===== src/inc/scdw_regs.svh =====
// constants for the conditional word store and doubleword store unit
// assumes 32-bit instruction words and 32-bit general registers
`ifndef SCDW_REGS_SVH
`define SCDW_REGS_SVH

`define SCDW_OP_LSB 26
`define SCDW_OP_W 6
`define SCDW_OP_SC 6'h38
`define SCDW_OP_FPR_DW 6'h3d
`define SCDW_OP_COP2_DW 6'h3e
`define SCDW_OP_FPU_EXT 6'h13
`define SCDW_FUNC_FPR_IDX 6'h09
`define SCDW_FUNC_LSB 0
`define SCDW_BASE_LSB 21
`define SCDW_RT_LSB 16
`define SCDW_ZERO_LSB 6
`define SCDW_REG_W 5
`define SCDW_OFFSET_W 16

`define SCDW_HI_WORD_XOR 32'h00000004
`define SCDW_ENDIAN_LSB 2
`define SCDW_WORD_ALIGN_MASK 32'h00000003
`define SCDW_DWORD_ALIGN_MASK 32'h00000007
`define SCDW_LINK_BLOCK_BITS 4

`define SCDW_EXC_NONE 3'h0
`define SCDW_EXC_ADDR 3'h1
`define SCDW_EXC_COP_UNUSABLE 3'h2
`define SCDW_EXC_RESERVED 3'h3
`define SCDW_EXC_TLB_REFILL 3'h4
`define SCDW_EXC_TLB_INVALID 3'h5
`define SCDW_EXC_TLB_MODIFIED 3'h6
`define SCDW_EXC_WATCH 3'h7

`define SCDW_ST_IDLE 2'h0
`define SCDW_ST_FIRST 2'h1
`define SCDW_ST_SECOND 2'h3

`endif


===== src/inc/scdw_pkg.sv =====
// types shared by the store unit and its helpers
// assumes scdw_regs.svh is on the include path
`include "scdw_regs.svh"

package scdw_pkg;

  typedef enum logic [2:0] {
    scdw_exc_none = `SCDW_EXC_NONE,
    scdw_exc_addr = `SCDW_EXC_ADDR,
    scdw_exc_cop_unusable = `SCDW_EXC_COP_UNUSABLE,
    scdw_exc_reserved = `SCDW_EXC_RESERVED,
    scdw_exc_tlb_refill = `SCDW_EXC_TLB_REFILL,
    scdw_exc_tlb_invalid = `SCDW_EXC_TLB_INVALID,
    scdw_exc_tlb_modified = `SCDW_EXC_TLB_MODIFIED,
    scdw_exc_watch = `SCDW_EXC_WATCH
  } scdw_exc_type;

  typedef enum logic [1:0] {
    scdw_st_idle = `SCDW_ST_IDLE,
    scdw_st_first = `SCDW_ST_FIRST,
    scdw_st_second = `SCDW_ST_SECOND
  } scdw_state_type;

endpackage


===== src/verilog/scdw_addr_gen.sv =====
// effective address adder with alignment check
// assumes operands are stable in the cycle the instruction is taken
`include "scdw_regs.svh"
module scdw_addr_gen (
  input wire logic [31:0] base_value,
  input wire logic [31:0] addend,
  input wire logic dword,
  output logic [31:0] eff_addr,
  output logic misaligned
);

  always_comb begin
    eff_addr = base_value + addend;
    // word needs two clear low bits, doubleword three
    if (dword) begin
      misaligned = |(eff_addr & `SCDW_DWORD_ALIGN_MASK);
    end else begin
      misaligned = |(eff_addr & `SCDW_WORD_ALIGN_MASK);
    end
  end

endmodule


===== src/verilog/scdw_link_tracker.sv =====
// link flag and linked block address for conditional stores
// assumes all event pulses come from logic on clk
`include "scdw_regs.svh"
module scdw_link_tracker #(
  parameter int BLOCK_BITS = `SCDW_LINK_BLOCK_BITS
) (
  input wire logic clk,
  input wire logic reset,
  input wire logic link_set,
  input wire logic [31:0] link_addr,
  input wire logic remote_store_valid,
  input wire logic [31:0] remote_store_addr,
  input wire logic exception_return,
  input wire logic consume,
  output logic link_flag
);

  logic [31:0] block_addr;
  logic [31:0] next_block_addr;
  logic next_link_flag;
  logic block_hit;

  always_comb begin
    block_hit = remote_store_valid &&
      (remote_store_addr[31:BLOCK_BITS] == block_addr[31:BLOCK_BITS]);
    next_block_addr = link_set ? link_addr : block_addr;
    // a new link wins over any clearing event in the same cycle
    if (link_set) begin
      next_link_flag = 1'b1;
    end else if (block_hit || exception_return || consume) begin
      next_link_flag = 1'b0;
    end else begin
      next_link_flag = link_flag;
    end
  end

  always_ff @(posedge clk) begin
    if (reset) begin
      link_flag <= 1'b0;
      block_addr <= 32'h0;
    end else begin
      link_flag <= next_link_flag;
      block_addr <= next_block_addr;
    end
  end
endmodule


===== src/verilog/scdw_store_unit.sv =====
// conditional word store and doubleword store execution unit
// assumes pipeline supplies register values, translated address faults
// and a memory write port with valid/ready handshake, all on clk
`include "scdw_regs.svh"
module scdw_store_unit #(
  parameter int BLOCK_BITS = `SCDW_LINK_BLOCK_BITS
) (
  input wire logic clk,
  input wire logic reset,
  input wire logic instr_valid,
  input wire logic [31:0] instr,
  output logic instr_ready,
  input wire logic [31:0] base_value,
  input wire logic [31:0] index_value,
  input wire logic [31:0] rt_value,
  input wire logic [31:0] fpr_lo,
  input wire logic [31:0] fpr_hi,
  input wire logic [31:0] cop2_lo,
  input wire logic [31:0] cop2_hi,
  input wire logic cop1_usable,
  input wire logic cop2_usable,
  input wire logic big_endian_cpu,
  input wire logic reverse_endian,
  input wire scdw_pkg::scdw_exc_type xlat_exc,
  input wire logic load_linked_exec,
  input wire logic [31:0] load_linked_addr,
  input wire logic exception_return_exec,
  input wire logic remote_store_valid,
  input wire logic [31:0] remote_store_addr,
  output logic mem_wr_valid,
  input wire logic mem_wr_ready,
  output logic [31:0] mem_wr_addr,
  output logic [31:0] mem_wr_data,
  output logic gpr_wr_valid,
  output logic [4:0] gpr_wr_index,
  output logic [31:0] gpr_wr_data,
  output logic store_done,
  output logic exc_valid,
  output scdw_pkg::scdw_exc_type exc_code
);

  scdw_pkg::scdw_state_type state;
  scdw_pkg::scdw_state_type next_state;
  logic next_instr_ready;
  logic next_mem_wr_valid;
  logic [31:0] next_mem_wr_addr;
  logic [31:0] next_mem_wr_data;
  logic next_gpr_wr_valid;
  logic [4:0] next_gpr_wr_index;
  logic [31:0] next_gpr_wr_data;
  logic next_store_done;
  logic next_exc_valid;
  scdw_pkg::scdw_exc_type next_exc_code;
  logic [31:0] hi_data;
  logic [31:0] next_hi_data;
  logic sc_pending;
  logic next_sc_pending;

  logic [5:0] opcode;
  logic is_sc;
  logic is_fpr_dw;
  logic is_cop2_dw;
  logic is_fpr_idx;
  logic is_dword;
  logic accept;
  logic [31:0] offset_ext;
  logic [31:0] addend;
  logic [31:0] eff_addr;
  logic misaligned;
  logic [31:0] endian_term;
  scdw_pkg::scdw_exc_type cand_exc;
  logic link_flag;
  logic link_consume;
  logic mem_take;

  always_comb begin
    opcode = instr[`SCDW_OP_LSB +: `SCDW_OP_W];
    is_sc = (opcode == `SCDW_OP_SC);
    is_fpr_dw = (opcode == `SCDW_OP_FPR_DW);
    is_cop2_dw = (opcode == `SCDW_OP_COP2_DW);
    is_fpr_idx = (opcode == `SCDW_OP_FPU_EXT) &&
      (instr[`SCDW_FUNC_LSB +: `SCDW_OP_W] == `SCDW_FUNC_FPR_IDX);
    is_dword = is_fpr_dw || is_cop2_dw || is_fpr_idx;
    // foreign encodings are left for other units, never taken here
    accept = instr_valid && instr_ready && (is_sc || is_dword);
    offset_ext = {{16{instr[`SCDW_OFFSET_W - 1]}}, instr[`SCDW_OFFSET_W - 1:0]};
    addend = is_fpr_idx ? index_value : offset_ext;
    endian_term = {29'h0, big_endian_cpu ^ reverse_endian, 2'h0};
    mem_take = mem_wr_valid && mem_wr_ready;
  end

  scdw_addr_gen u_addr_gen (
    .base_value(base_value),
    .addend(addend),
    .dword(is_dword),
    .eff_addr(eff_addr),
    .misaligned(misaligned)
  );

  scdw_link_tracker #(
    .BLOCK_BITS(BLOCK_BITS)
  ) u_link (
    .clk(clk),
    .reset(reset),
    .link_set(load_linked_exec),
    .link_addr(load_linked_addr),
    .remote_store_valid(remote_store_valid),
    .remote_store_addr(remote_store_addr),
    .exception_return(exception_return_exec),
    .consume(link_consume),
    .link_flag(link_flag)
  );

  // fault priority: unusable, reserved, alignment, then translation
  always_comb begin
    if ((is_fpr_dw || is_fpr_idx) && !cop1_usable) begin
      cand_exc = scdw_pkg::scdw_exc_cop_unusable;
    end else if (is_cop2_dw && !cop2_usable) begin
      cand_exc = scdw_pkg::scdw_exc_cop_unusable;
    end else if (is_fpr_idx && (instr[`SCDW_ZERO_LSB +: `SCDW_REG_W] != 5'h0)) begin
      cand_exc = scdw_pkg::scdw_exc_reserved;
    end else if (misaligned) begin
      cand_exc = scdw_pkg::scdw_exc_addr;
    end else begin
      cand_exc = xlat_exc;
    end
  end

  always_comb begin
    next_state = state;
    next_mem_wr_valid = mem_wr_valid;
    next_mem_wr_addr = mem_wr_addr;
    next_mem_wr_data = mem_wr_data;
    next_hi_data = hi_data;
    next_sc_pending = sc_pending;
    next_gpr_wr_valid = 1'b0;
    next_gpr_wr_index = gpr_wr_index;
    next_gpr_wr_data = gpr_wr_data;
    next_store_done = 1'b0;
    next_exc_valid = 1'b0;
    next_exc_code = exc_code;
    link_consume = 1'b0;
    case (state)
      scdw_pkg::scdw_st_idle: begin
        if (accept) begin
          if (cand_exc != scdw_pkg::scdw_exc_none) begin
            next_exc_valid = 1'b1;
            next_exc_code = cand_exc;
          end else if (is_sc) begin
            // flag sampled here; a later remote store cannot undo an issued write
            // local accesses between link and this store do not clear it
            link_consume = 1'b1;
            if (link_flag) begin
              next_mem_wr_valid = 1'b1;
              next_mem_wr_addr = eff_addr;
              next_mem_wr_data = rt_value;
              next_gpr_wr_index = instr[`SCDW_RT_LSB +: `SCDW_REG_W];
              next_sc_pending = 1'b1;
              next_state = scdw_pkg::scdw_st_first;
            end else begin
              next_gpr_wr_valid = 1'b1;
              next_gpr_wr_index = instr[`SCDW_RT_LSB +: `SCDW_REG_W];
              next_gpr_wr_data = {31'h0, link_flag};
            end
          end else begin
            next_mem_wr_valid = 1'b1;
            next_mem_wr_addr = eff_addr ^ endian_term;
            next_mem_wr_data = is_cop2_dw ? cop2_lo : fpr_lo;
            next_hi_data = is_cop2_dw ? cop2_hi : fpr_hi;
            next_sc_pending = 1'b0;
            next_state = scdw_pkg::scdw_st_first;
          end
        end
      end
      scdw_pkg::scdw_st_first: begin
        if (mem_take) begin
          if (sc_pending) begin
            next_mem_wr_valid = 1'b0;
            next_gpr_wr_valid = 1'b1;
            next_gpr_wr_data = {31'h0, 1'b1};
            next_store_done = 1'b1;
            next_sc_pending = 1'b0;
            next_state = scdw_pkg::scdw_st_idle;
          end else begin
            next_mem_wr_addr = mem_wr_addr ^ `SCDW_HI_WORD_XOR;
            next_mem_wr_data = hi_data;
            next_state = scdw_pkg::scdw_st_second;
          end
        end
      end
      scdw_pkg::scdw_st_second: begin
        if (mem_take) begin
          next_mem_wr_valid = 1'b0;
          next_store_done = 1'b1;
          next_state = scdw_pkg::scdw_st_idle;
        end
      end
      default: begin
        next_mem_wr_valid = 1'b0;
        next_sc_pending = 1'b0;
        next_state = scdw_pkg::scdw_st_idle;
      end
    endcase
    next_instr_ready = (next_state == scdw_pkg::scdw_st_idle);
  end

  always_ff @(posedge clk) begin
    if (reset) begin
      state <= scdw_pkg::scdw_st_idle;
      instr_ready <= 1'b0;
      mem_wr_valid <= 1'b0;
      mem_wr_addr <= 32'h0;
      mem_wr_data <= 32'h0;
      hi_data <= 32'h0;
      sc_pending <= 1'b0;
      gpr_wr_valid <= 1'b0;
      gpr_wr_index <= 5'h0;
      gpr_wr_data <= 32'h0;
      store_done <= 1'b0;
      exc_valid <= 1'b0;
      exc_code <= scdw_pkg::scdw_exc_none;
    end else begin
      state <= next_state;
      instr_ready <= next_instr_ready;
      mem_wr_valid <= next_mem_wr_valid;
      mem_wr_addr <= next_mem_wr_addr;
      mem_wr_data <= next_mem_wr_data;
      hi_data <= next_hi_data;
      sc_pending <= next_sc_pending;
      gpr_wr_valid <= next_gpr_wr_valid;
      gpr_wr_index <= next_gpr_wr_index;
      gpr_wr_data <= next_gpr_wr_data;
      store_done <= next_store_done;
      exc_valid <= next_exc_valid;
      exc_code <= next_exc_code;
    end
  end
endmodule

===== config.mk =====
export PLATFORM = sky130hd
export DESIGN_NAME = scdw_store_unit
export DESIGN_NICKNAME = d
export VERILOG_FILES = /design/src/inc/scdw_pkg.sv /design/src/verilog/scdw_addr_gen.sv /design/src/verilog/scdw_link_tracker.sv /design/src/verilog/scdw_store_unit.sv
export VERILOG_INCLUDE_DIRS = /design/src /design/src/inc
export SDC_FILE = /design/constraint.sdc
export NUM_CORES = 1
export LEC_CHECK = 0
export BUFFER_PORTS_ARGS = -buffer_cell sky130_fd_sc_hd__buf_2
export CORE_AREA = 2 2 171 173
export CTS_CLUSTER_SIZE = 10
export DETAILED_ROUTE_END_ITERATION = 16
export DIE_AREA = 0 0 173 175
export PLACE_DENSITY = 0.64
export RECOVER_POWER = 100
export SETUP_SLACK_MARGIN = 0.05
export SYNTH_ARGS = -nofsm -noshare
export SYNTH_HDL_FRONTEND = slang
export SYNTH_SLANG_ARGS = --single-unit

===== constraint.sdc =====
create_clock -name clk -period 7.9 [get_ports clk]
set_clock_uncertainty 0.05 [all_clocks]
set_input_delay 2.37 -clock clk [delete_from_list [all_inputs] [get_ports clk]]
set_output_delay 2.37 -clock clk [all_outputs]
set_load 0.005 [all_outputs]

# After elaboration in Yosys (flattened, before gate mapping)
# Index checks and enable logic that the tools add are counted.
dict set report totals {
  output_inout_bits 109
  word_cells 142
  regBits 177
  in_bits 334
}
dict set report op_classes {
  eq_ne 18
  add_sub_neg 1
  bitwise_logic 9
  mux 65
  n_reduce_logical 33
}
# operator n
set op_table {}
lappend op_table {{32-bit two-way mux} 19}
lappend op_table {{32-bit case mux with 2 select lines} 3}
lappend op_table {{32-bit adder} 1}
lappend op_table {{32-bit by 3-bit bitwise XOR with 32-bit output} 1}
lappend op_table {{28-bit equality test} 1}
lappend op_table {{1-bit two-way mux} 25}
lappend op_table {{6-bit equality test, second input constant} 3}
lappend op_table {{3-bit two-way mux} 6}
lappend op_table {{2-bit != test, second input constant} 8}
lappend op_table {{2-bit two-way mux} 7}
lappend op_table {{6-bit AND reduction} 2}
lappend op_table {{5-bit AND reduction} 2}
lappend op_table {{1-bit logical AND} 8}
lappend op_table {{4-bit AND reduction} 2}
lappend op_table {{1-bit NOT} 7}
lappend op_table {{7-bit AND reduction} 1}
lappend op_table {{6-bit by 4-bit equality test with 1-bit output, second input constant} 1}
lappend op_table {{6-bit by 5-bit equality test with 1-bit output, second input constant} 1}
lappend op_table {{1-bit logical OR} 6}
lappend op_table {{1-bit case mux with 3 select lines} 2}
lappend op_table {{2-bit case mux with 3 select lines} 1}
lappend op_table {{3-bit OR reduction} 2}
lappend op_table {{5-bit nonzero test} 1}
lappend op_table {{2-bit zero test} 2}
lappend op_table {{11 further kinds} 14}

# Longest topological paths before layout
# Gate-level depths: netlist of the first run.
dict set report logic_depth {
  word_depth 17
  ltp_mapped 16
  depth_no_buf 13
}

# Modules after synthesis
# A second synthesis of the first run with hierarchy kept.
dict set report unflattened {
  cells_unflattened 1164
  area_unflattened_um2 9631.7
}
# mod instances cells_each area_per_inst_um2
set modules_own_cells {}
lappend modules_own_cells {scdw_store_unit 1 779 6545.0}
lappend modules_own_cells {scdw_addr_gen 1 250 1760.4}
lappend modules_own_cells {scdw_link_tracker 1 135 1326.3}

# Least setup slack after synthesis of the first run
# OpenSTA, ideal clock, no wires.
dict set report synth_path {
  path_kind {input to register}
  start {input instr[28]}
  end {register mem_wr_addr[15]}
  cell_stages 13
  setup_time_ns 0.070
  arrival_ns 5.825
  required_ns 7.780
  path_slack_ns 1.954
  path_cell_list {nor4bb_1 and3_1 buf_2 clkbuf_1 buf_1 a21o_1 fa_1 a2111oi_4 a211o_2 nand3_4 or4_4 or3b_1 a21oi_1}
}
dict set report synth_between {
  elab_chain_len 13
  elab_cells_between_ends 32
  cone_classes {add/sub: 1; eq/ne: 5; mux: 11; bitwise: 2; reduce/logical: 13}
}
# item line
set synth_rtl {}
lappend synth_rtl {{start: declaration} scdw_store_unit.sv:11} ;# input wire logic [31:0] instr,
lappend synth_rtl {{6-bit by 5-bit equality test with 1-bit output (no line)} n/a}
lappend synth_rtl {{1-bit logical AND} scdw_store_unit.sv:81} ;# is_fpr_idx = (opcode == `SCDW_OP_FPU_EXT) &&
lappend synth_rtl {{32-bit two-way mux} scdw_store_unit.sv:87} ;# addend = is_fpr_idx ? index_value : offset_ext;
lappend synth_rtl {{32-bit adder} scdw_addr_gen.sv:13} ;# eff_addr = base_value + addend;
lappend synth_rtl {{3-bit OR reduction / 2-bit OR reduction (equally long branches)} {scdw_addr_gen.sv:16, scdw_addr_gen.sv:18}}
lappend synth_rtl {{1-bit two-way mux} scdw_addr_gen.sv:15} ;# if (dword) begin
lappend synth_rtl {{3-bit two-way mux} scdw_store_unit.sv:122} ;# end else if (misaligned) begin
lappend synth_rtl {{3-bit two-way mux} scdw_store_unit.sv:120} ;# end else if (is_fpr_idx && (instr[`SCDW_ZERO_LSB +: `SCDW_REG_W] != 5'h0)) begin
lappend synth_rtl {{3-bit two-way mux} scdw_store_unit.sv:118} ;# end else if (is_cop2_dw && !cop2_usable) begin
lappend synth_rtl {{3-bit two-way mux} scdw_store_unit.sv:116} ;# if ((is_fpr_dw || is_fpr_idx) && !cop1_usable) begin
lappend synth_rtl {{3-bit nonzero test} scdw_store_unit.sv:146} ;# if (cand_exc != scdw_pkg::scdw_exc_none) begin
lappend synth_rtl {{1-bit NOT (no line)} n/a}
lappend synth_rtl {{5-bit AND reduction (no line)} n/a}
lappend synth_rtl {{end signal: assignment} scdw_store_unit.sv:226} ;# mem_wr_addr <= next_mem_wr_addr;
lappend synth_rtl {{end: declaration} scdw_store_unit.sv:32} ;# output logic [31:0] mem_wr_addr,
# Parallel ways exist; a longest one is shown, timed or not. The select of a mux whose other input is x is not followed.
# A chain may end at the register's enable or synchronous reset.

# Worst setup path in the final report of the first run
dict set report layout_path {
  start {input instr[2]}
  end {register mem_wr_addr[10]}
}
dict set report layout_between {
  elab_chain_len 13
  elab_cells_between_ends 26
  cone_classes {add/sub: 1; eq/ne: 1; mux: 11; bitwise: 2; reduce/logical: 11}
}
# item line
set layout_rtl {}
lappend layout_rtl {{6-bit by 4-bit equality test with 1-bit output (no line)} n/a}
lappend layout_rtl {{1-bit logical AND} scdw_store_unit.sv:81}
lappend layout_rtl {{32-bit two-way mux} scdw_store_unit.sv:87}
lappend layout_rtl {{32-bit adder} scdw_addr_gen.sv:13}
lappend layout_rtl {{3-bit OR reduction / 2-bit OR reduction (equally long branches)} {scdw_addr_gen.sv:16, scdw_addr_gen.sv:18}}
lappend layout_rtl {{1-bit two-way mux} scdw_addr_gen.sv:15}
lappend layout_rtl {{3-bit two-way mux} scdw_store_unit.sv:122}
lappend layout_rtl {{3-bit two-way mux} scdw_store_unit.sv:120}
lappend layout_rtl {{3-bit two-way mux} scdw_store_unit.sv:118}
lappend layout_rtl {{3-bit two-way mux} scdw_store_unit.sv:116}
lappend layout_rtl {{3-bit nonzero test} scdw_store_unit.sv:146}
lappend layout_rtl {{1-bit NOT (no line)} n/a}
lappend layout_rtl {{5-bit AND reduction (no line)} n/a}
# Parallel ways exist; a longest one is shown, timed or not. The select of a mux whose other input is x is not followed.

==> results of run 1 <==
placed cells by master (no fill, tap or decap), types with 3 or more instances in the layout:
cell,netlist,routed
conb_1,1,31
nand2_1,215,215
o31ai_1,3,3
dfxtp_1,142,142
o21ai_0,23,23
buf_2,13,340
nand4_1,9,9
inv_1,8,8
ha_1,31,31
and4_1,4,4
nor3_1,12,12
xnor2_1,20,20
xor2_1,29,29
and3_1,9,9
o21a_1,10,10
nor2_1,159,158
a21o_1,33,33
a211oi_1,38,38
a21oi_1,86,86
inv_6,0,6
a311oi_1,65,65
or2_2,5,5
bufinv_16,0,5
clkbuf_16,0,17
mux2i_1,36,36
nand3_1,20,20
or3_1,3,3
clkbuf_1,52,62
a31oi_1,6,6
o211ai_1,3,3
or4_1,2,3
nor4_1,8,8
and2_1,6,5
buf_4,32,7
worst max-delay path, delay by kind of cell:
family,cells,cell delay (ns)
buf+inv,3,1.23
compound gates,5,1.18
simple gates,4,1.03
fa+ha+maj,2,0.64
xor+xnor,1,0.32
where the power goes:
part | internal [mW] | total, mW | switching (mW)
Clock | 0.568 | 0.914 | 0.346
Combinational | 0.152 | 0.321 | 0.169
Sequential | 0.726 | 0.733 | 0.00671
worst max path at each step:
stage,startpoint,endpoint,slack [ns],depth (start not counted)
after CTS,instr[2],hi_data[15]$_SDFFE_PP0P_,1.77,15
after global placement,instr[2],mem_wr_addr[28]$_SDFFE_PP0P_,1.42,15
after floorplan,instr[28],mem_wr_addr[15]$_SDFFE_PP0P_,1.95,13
after global routing,instr[2],mem_wr_data[13]$_SDFFE_PP0P_,0.91,15
after detailed placement,instr[2],hi_data[15]$_SDFFE_PP0P_,1.35,15
final,instr[2],mem_wr_addr[10]$_SDFFE_PP0P_,1.35,15
final cells by class:
class	count	area, µm²	area share
multi-input cells	914	5450	0.475
flip-flops and latches	142	2840	0.248
repair buffers	410	1990	0.174
well taps	384	480	0.0419
clock buffers	18	429	0.0374
clock inverters	14	226	0.0198
inverters	9	33.8	0.00295
diodes	2	5.00	0.000437
metal layers:
layer	part of all wire	vias to the layer above
met2	0.47	303
met4	0.018	0
li1	-	4720
met5	0	-
met1	0.45	4289
met3	0.059	31
logic make-up after synthesis:
| logic type | Yosys count |
|---|---|
| other | 1 |
| DFF | 142 |
| buffers and inverters | 120 |
| and+or+nand+nor | 469 |
| adders and majority gates | 32 |
| xor gates and xnor gates | 49 |
| muxes | 38 |
| AOI/OAI and AO/OA | 295 |
registers in the layout (all words and copies together), names as in the netlist:
signal,cells
gpr_wr_index,5
mem_wr_valid,1
instr_ready,1
gpr_wr_data,1
gpr_wr_valid,1
mem_wr_data,32
u_link.link_flag,1
u_link.block_addr,28
mem_wr_addr,32
exc_code,3
hi_data,32
exc_valid,1
state,2
store_done,1
sc_pending,1
==> run_results.csv, run 1 <==
group,metric,value,unit
timing,fmax,153,MHz
setup_path,arrival,6.82,ns
layout,fin_util,0.404,
hold_path,holdPathEnd,"mem_wr_addr[14]$_SDFFE_PP0P_",
clock_network,ctsResizeCount,0,
synth,synthesis.area,8770,µm²
drt,via_per_inst,4.94,
clock_network,cts_root_buffer,"clkbuf_16",
synth,netlist_instances,1146,
global_routing,grt_pass1_wl,46.9,mm
setup_path,start_kind,"input pin",
synth,yosys-top-cells-count,"nand2_1 (215), nor2_1 (159), dfxtp_1 (142)",
setup_path,worst-path-max-fanout,21,
clock_network,post-cts-setup-buffers,0,
status,status,"finished, violations left",
pwr,leakagePower,5.12,nW
synth,synth_area_leaders,"dfxtp_1 (32%), nand2_1 (9.2%), nor2_1 (6.8%)",
hold_path,hp-start,"mem_wr_addr[14]$_SDFFE_PP0P_",
die,die_h,175,µm
synth,yosysMostFrequentCell,"nand2_1",
setup_path,worstRegToRegCells,7,
timing,hold_viol,0,
die,ios,443,
layout,syn_to_final_growth,30.7,%
synth,synth_compound_area_frac,0.237,
placement,dp.final_hpwl,23.1,mm
synth,async_flop_share,0,
synth,synth_top_family_by_area,"compound AO/OA/AOI/OAI gates",
drt,ant_nets,0,
placement,portBuffers,398,
clock_network,cts_tree,"done",
timing,setup_viol,0,
placement,gp_congestion,0.874,
die,die_w,173,µm
die,rows,62,
run,maxCapViolCount,1,
setup_path,slowest_delay,0.77,ns
synth,synth-seq-cells,142,
timing,slew_viol_final,85,
global_routing,first_global_vias,8858,
timing,worst_pin_slew,3.97,ns
synth,synth_fa_ha_area_frac,0.0465,
synth,ys.flop_type,"dfxtp_1",
clock_network,clkSlewWorstSetupHoldPaths,0.07,ns
drt,drc,0,
setup_path,cp.required,8.17,ns
timing,max_slew_margin,-1.65,
drt,post_drt_wl_per_cell,16.0,µm
drt,vias,9343,
global_routing,gr-max-usage-layer,"met2",
placement,place_ws,1.35,ns
timing,setup_ws,1.35,ns
pwr,powerDensity,172,nW/µm²
status,violations,"max-capacitance violations, max-slew violations",
pwr,total_power,1.97,mW
setup_path,path_cells,"buf_2, nor4bb_1, nand3_1, clkbuf_1, o21a_1, ha_1, fa_1, xnor2_1, a31o_1, a211o_2, nand3_1, nor2b_1, clkbuf_1, o21ai_0, a21oi_1",
timing,tns,0,ns
setup_path,cp_slowest_cell,"clkbuf_1",
timing,grt_setup_unrepaired,"false",
synth,syn_area_per_cell,7.65,µm²
die,fp.coreArea,28400,µm²
setup_path,critPathCaptureType,"flip-flop",
drt,drt-initial-drc-count,601,
synth,synth_mux_area_frac,0.0437,
setup_path,r2r-end,"mem_wr_data[13]$_SDFFE_PP0P_",
setup_path,path_class,"in2reg",
setup_path,r2r_setup_slack,4.95,ns
clock_network,hold_buffers,0,
global_routing,grt_util_met1,0.249,
clock_network,cts-htree-levels,4,
die,start_util,0.309,
die,dieArea,30300,µm²
drt,dr.pass1.iters,5,
global_routing,grt_max_degree,85,
clock_network,insertion_delay,0.42,ns
timing,post-route-period-util,0.829,
clock_network,cts.sinks,142,
synth,synth_top_area_share,0.324,
synth,synth_area_leader_cell,"dfxtp_1",
global_routing,grt_usage,0.193,
pwr,vdd_drop_max,0.121,mV
synth,yosysWarnings,0,
synth,synthSimpleGateAreaFrac,0.232,
clock_network,cts_buffers,17,
layout,nets,1860,
clock_network,cts_buffer_depth,2,
global_routing,use_met3,0.0398,
layout,fin_area,11500,µm²
timing,min_period,6.55,ns
global_routing,antenna_found_initial,2,
synth,synth-xor-area-share,0.0489,
synth,seq_area_frac_synth,0.324,
synth,synth_cell_types,70,
synth,synth_edf_count,0,
placement,dp_cells,1859,
timing,hold_slack,0.403,ns
hold_path,whs_path_depth,2,
layout,final_layout_size_suffix_gt1_frac,0.263,
drt,wl,30.3,mm
layout,nFillCells,3029,
hold_path,hold_class,"reg2reg",
placement,placed_area,10900,µm²
global_routing,overflow,0,
setup_path,crit-reg2reg-launch,"instr_ready$_SDFF_PP0_",
global_routing,grt_use_met2,0.322,
layout,final_cell_count_no_fill,1893,
Power figures use the tool's default switching activity.
==> run 2: changes to the inputs <==
clock period = 6.35 ns   (was 7.9 ns; I/O delays follow)
==> run 2 against run 1 <==
The flow still finishes with violations (max-capacitance violations, max-slew violations). Setup slack worse by 0.81 ns. Register-to-register slack lost 1.1 ns. Combinational power grew 26%. Hold slack lost 0.0057 ns. Clock power grew 18%. Critical path type unchanged.
==> run_results.csv, run 2 (synthesis results as in run 1) <==
group,metric,value,unit
layout,nets,1865,
pwr,total_power,2.39,mW
drt,wl,30.0,mm
die,die_w,173,µm
drt,dr.pass1.iters,5,
placement,dp.final_hpwl,23.1,mm
run,maxCapViolCount,1,
clock_network,insertion_delay,0.42,ns
die,rows,62,
drt,ant_nets,0,
setup_path,crit-reg2reg-launch,"instr_ready$_SDFF_PP0_",
global_routing,grt_usage,0.190,
global_routing,grt_max_degree,84,
hold_path,hold_class,"reg2reg",
layout,final_cell_count_no_fill,1900,
clock_network,cts_buffers,17,
placement,gp_congestion,0.876,
layout,multiInputGateArea,5460,µm²
global_routing,grt_pass1_wl,46.5,mm
status,violations,"max-capacitance violations, max-slew violations",
drt,drt-initial-drc-count,557,
global_routing,first_global_vias,8857,
setup_path,r2r-end,"mem_wr_addr[19]$_SDFFE_PP0P_",
status,status,"finished, violations left",
layout,nFillCells,2979,
clock_network,clkSlewWorstSetupHoldPaths,0.07,ns
layout,final_layout_size_suffix_gt1_frac,0.268,
clock_network,hold_buffers,0,
setup_path,critPathCaptureType,"flip-flop",
timing,grt_setup_unrepaired,"false",
setup_path,arrival,6.08,ns
placement,place_ws,0.447,ns
timing,hold_viol,0,
die,fp.coreArea,28400,µm²
clock_network,cts_buffer_depth,2,
clock_network,cts-htree-levels,4,
layout,fin_area,11500,µm²
setup_path,start_kind,"input pin",
layout,final_cell_mix,"buf_2 (341), nand2_1 (215), nor2_1 (158)",
clock_network,cts_root_buffer,"clkbuf_16",
layout,layout.cells.most_common,"buf_2",
clock_network,ctsResizeCount,0,
die,ios,443,
layout,top_regs,"hi_data (32), mem_wr_addr (32), mem_wr_data (32)",
drt,drc,0,
drt,post_drt_wl_per_cell,15.8,µm
timing,max_slew_margin,-1.52,
placement,placed_area,11000,µm²
hold_path,hp-start,"mem_wr_addr[10]$_SDFFE_PP0P_",
timing,setup_viol,0,
setup_path,worstRegToRegCells,7,
global_routing,overflow,0,
setup_path,worst-path-max-fanout,16,
timing,post-route-period-util,0.915,
setup_path,r2r_setup_slack,3.89,ns
layout,syn_to_final_growth,31.3,%
die,die_h,175,µm
drt,vias,9435,
clock_network,post-cts-setup-buffers,0,
drt,via_per_inst,4.97,
hold_path,holdPathEnd,"mem_wr_addr[10]$_SDFFE_PP0P_",
placement,portBuffers,398,
timing,slew_viol_final,84,
timing,hold_slack,0.398,ns
setup_path,path_class,"in2reg",
timing,setup_ws,0.541,ns
setup_path,cp.required,6.62,ns
global_routing,antenna_found_initial,5,
timing,min_period,5.81,ns
hold_path,whs_path_depth,2,
pwr,leakagePower,5.15,nW
pwr,vdd_drop_max,0.134,mV
timing,worst_pin_slew,3.78,ns
clock_network,cts.sinks,142,
setup_path,worstSetupStartpoint,"instr[2]",
timing,tns,0,ns
layout,fin_util,0.406,
placement,dp_cells,1864,
clock_network,cts_tree,"done",
timing,fmax,172,MHz
layout,ff_latch_area,2840,µm²
die,dieArea,30300,µm²
die,start_util,0.309,
pwr,powerDensity,208,nW/µm²
-- run 2: cell types whose count changed in the layout (fill, tap and decap cells not counted), moves of 2 or more --
cell	previous run	this run
buf_12	0	2
clkbuf_2	2	0
and2_0	1	4
diode_2	2	4
clkinv_4	1	3
clkinvlp_4	2	0
clkbuf_8	0	2
buf_4	7	12
and2_1	5	2
clkbuf_1	62	60
bufinv_16	5	3
-- run 2: cell type report --
type                    instances  share of cell area
repair buffers                415               0.179
well taps                     384              0.0417
clock buffers                  20              0.0396
flip-flops and latches        142               0.247
multi-input cells             914               0.474
inverters                       9             0.00293
clock inverters                12              0.0149
diodes                          4            0.000869
-- run 2: how the worst max path moves through the flow --
stage | to | cells after the start
3_5_place_dp | mem_wr_addr[18]$_SDFFE_PP0P_ | 16
2_1_floorplan | mem_wr_addr[15]$_SDFFE_PP0P_ | 13
4_1_cts | mem_wr_addr[18]$_SDFFE_PP0P_ | 16
3_3_place_gp | mem_wr_addr[18]$_SDFFE_PP0P_ | 16
6_report | mem_wr_addr[18]$_SDFFE_PP0P_ | 16
5_1_grt | hi_data[18]$_SDFFE_PP0P_ | 15
-- run 2: metal layers --
metal,global-route usage,vias to the layer above,wire length [µm]
li1,-,4742,-
met3,0.0400,47,1830
met5,0,-,11
met2,0.311,351,14000
met1,0.243,4293,13200
met4,0.0812,2,957
-- run 2: power by group --
group | internal (mW) | switching (mW)
clock | 0.651 | 0.426
combinational | 0.191 | 0.213
sequential | 0.903 | 0.00830
total | 1.75 | 0.647
-- run 2: critical path, cell delays in order --
cell and delay (ns):
clkbuf_1 0.10, nor4bb_1 0.45, nand3_1 0.12, clkbuf_1 0.36, o21a_1 0.31, ha_1 0.21
fa_1 0.44, a21o_1 0.21, a221oi_1 0.37, clkbuf_1 0.20, o211a_1 0.30, o31ai_1 0.13
a2111oi_0 0.45, nor3_1 0.14, xor2_1 0.19, a21o_1 0.19
==> run 3: changes to the inputs <==
RECOVER_POWER = 50   (was 100)
SKIP_CTS_REPAIR_TIMING = 1   (was unset)
==> run 3 against run 2 <==
The run still ends with max-capacitance violations, max-slew violations left. Fmax grew 0.40%. Wire length increased by 0.22%. Global-route usage did not move. Power barely moved. Critical path depth stayed put. Non-clock buffer count did not move. Design area up 0.17%. Combinational power hardly changed. Largest power group unchanged.
==> run_results.csv, run 3 (synthesis results as in run 1) <==
group,metric,value,unit
status,status,"finished, violations left",
status,violations,"max-capacitance violations, max-slew violations",
timing,hold_viol,0,
die,fp.coreArea,28400,µm²
drt,via_per_inst,4.97,
global_routing,overflow,0,
clock_network,insertion_delay,0.42,ns
timing,min_period,5.79,ns
layout,multiInputGateArea,5470,µm²
global_routing,grt_max_degree,84,
layout,syn_to_final_growth,31.6,%
drt,drc,0,
layout,final_layout_size_suffix_gt1_frac,0.271,
placement,dp.final_hpwl,23.1,mm
setup_path,worst-path-max-fanout,16,
die,ios,443,
layout,ff_latch_area,2840,µm²
clock_network,cts.sinks,142,
drt,post_drt_wl_per_cell,15.8,µm
drt,drt-initial-drc-count,566,
pwr,powerDensity,208,nW/µm²
die,rows,62,
timing,fmax,173,MHz
global_routing,antenna_found_initial,5,
timing,slew_viol_final,84,
drt,ant_nets,0,
setup_path,arrival,6.06,ns
clock_network,cts_root_buffer,"clkbuf_16",
layout,top_regs,"hi_data (32), mem_wr_addr (32), mem_wr_data (32)",
layout,layout.cells.most_common,"buf_2",
drt,vias,9449,
layout,nFillCells,2972,
setup_path,worstRegToRegCells,8,
setup_path,start_kind,"input pin",
layout,nets,1865,
placement,dp_cells,1864,
layout,fin_util,0.406,
timing,setup_ws,0.564,ns
layout,final_cell_count_no_fill,1900,
die,dieArea,30300,µm²
drt,dr.pass1.iters,5,
setup_path,cp.required,6.62,ns
die,die_h,175,µm
die,start_util,0.309,
drt,wl,30.1,mm
pwr,leakagePower,5.17,nW
global_routing,grt_pass1_wl,46.5,mm
layout,final_cell_mix,"buf_2 (342), nand2_1 (215), nor2_1 (158)",
placement,place_ws,0.447,ns
run,maxCapViolCount,1,
clock_network,clkSlewWorstSetupHoldPaths,0.07,ns
timing,tns,0,ns
clock_network,cts-htree-levels,4,
hold_path,whs_path_depth,2,
placement,gp_congestion,0.876,
timing,hold_slack,0.398,ns
timing,grt_setup_unrepaired,"false",
clock_network,cts_buffer_depth,2,
pwr,vdd_drop_max,0.134,mV
placement,portBuffers,398,
hold_path,hold_class,"reg2reg",
global_routing,grt_usage,0.190,
die,die_w,173,µm
setup_path,path_class,"in2reg",
global_routing,first_global_vias,8857,
timing,max_slew_margin,-1.52,
timing,worst_pin_slew,3.78,ns
clock_network,cts_tree,"done",
clock_network,cts_buffers,17,
setup_path,critPathCaptureType,"flip-flop",
timing,post-route-period-util,0.911,
timing,setup_viol,0,
-- run 3: cell count changes in the layout (fill, tap and decap cells not counted), moves of 2 or more --
cell | before | now
and2_0 | 4 | 0
and2_1 | 2 | 6
buf_4 | 12 | 14
clkbuf_1 | 60 | 57
-- run 3: routing by layer --
layer	track usage	up-vias	wire [µm]
met5	0	-	11
met4	0.0812	2	956
met3	0.0400	47	1810
met2	0.311	346	14100
met1	0.243	4315	13300
li1	-	4739	-
-- run 3: critical path, stage by stage --
cell	delay (ns)
buf_2	0.11
nor4bb_1	0.44
nand3_1	0.12
clkbuf_1	0.37
o21a_1	0.31
ha_1	0.21
fa_1	0.44
a21o_1	0.21
a221oi_1	0.38
buf_4	0.20
o211a_1	0.27
o31ai_1	0.13
a2111oi_0	0.44
nor3_1	0.14
xor2_1	0.19
a21o_1	0.19
-- run 3: layout make-up --
type,count,area share
diodes,4,0.000867
clock buffers,20,0.0396
repair buffers,415,0.179
clock inverters,12,0.0149
multi-input cells,914,0.474
well taps,384,0.0416
flip-flops and latches,142,0.246
inverters,9,0.00293
-- run 3: metrics by stage --
| step | cell area, µm² | power (mW) |
|---|---|---|
| final | 11500 | 2.39 |
| after global placement | 11000 | 1.33 |
| after detailed placement | 11000 | 1.33 |
| after global routing | 11500 | 2.51 |
| after CTS | 11600 | 2.42 |
| after floorplan | 8880 | 1.18 |
-- run 3: worst paths after layout --
kind | end | from | slack [ns]
max | mem_wr_addr[18]$_SDFFE_PP0P_ | instr[2] | 0.56
max reg2reg | mem_wr_data[10]$_SDFFE_PP0P_ | instr_ready$_SDFF_PP0_ | 4.02
min reg2reg | mem_wr_addr[10]$_SDFFE_PP0P_ | mem_wr_addr[10]$_SDFFE_PP0P_ | 0.40
min | mem_wr_addr[10]$_SDFFE_PP0P_ | mem_wr_addr[10]$_SDFFE_PP0P_ | 0.40
-- run 3: power breakdown --
group          internal, mW  switching [mW]  total [mW]  leakage, nW
Sequential            0.903         0.00829       0.912         1.15
Clock                 0.651           0.427        1.08        0.309
Combinational         0.192           0.213       0.405         3.71
Total                  1.75           0.648        2.39         5.17
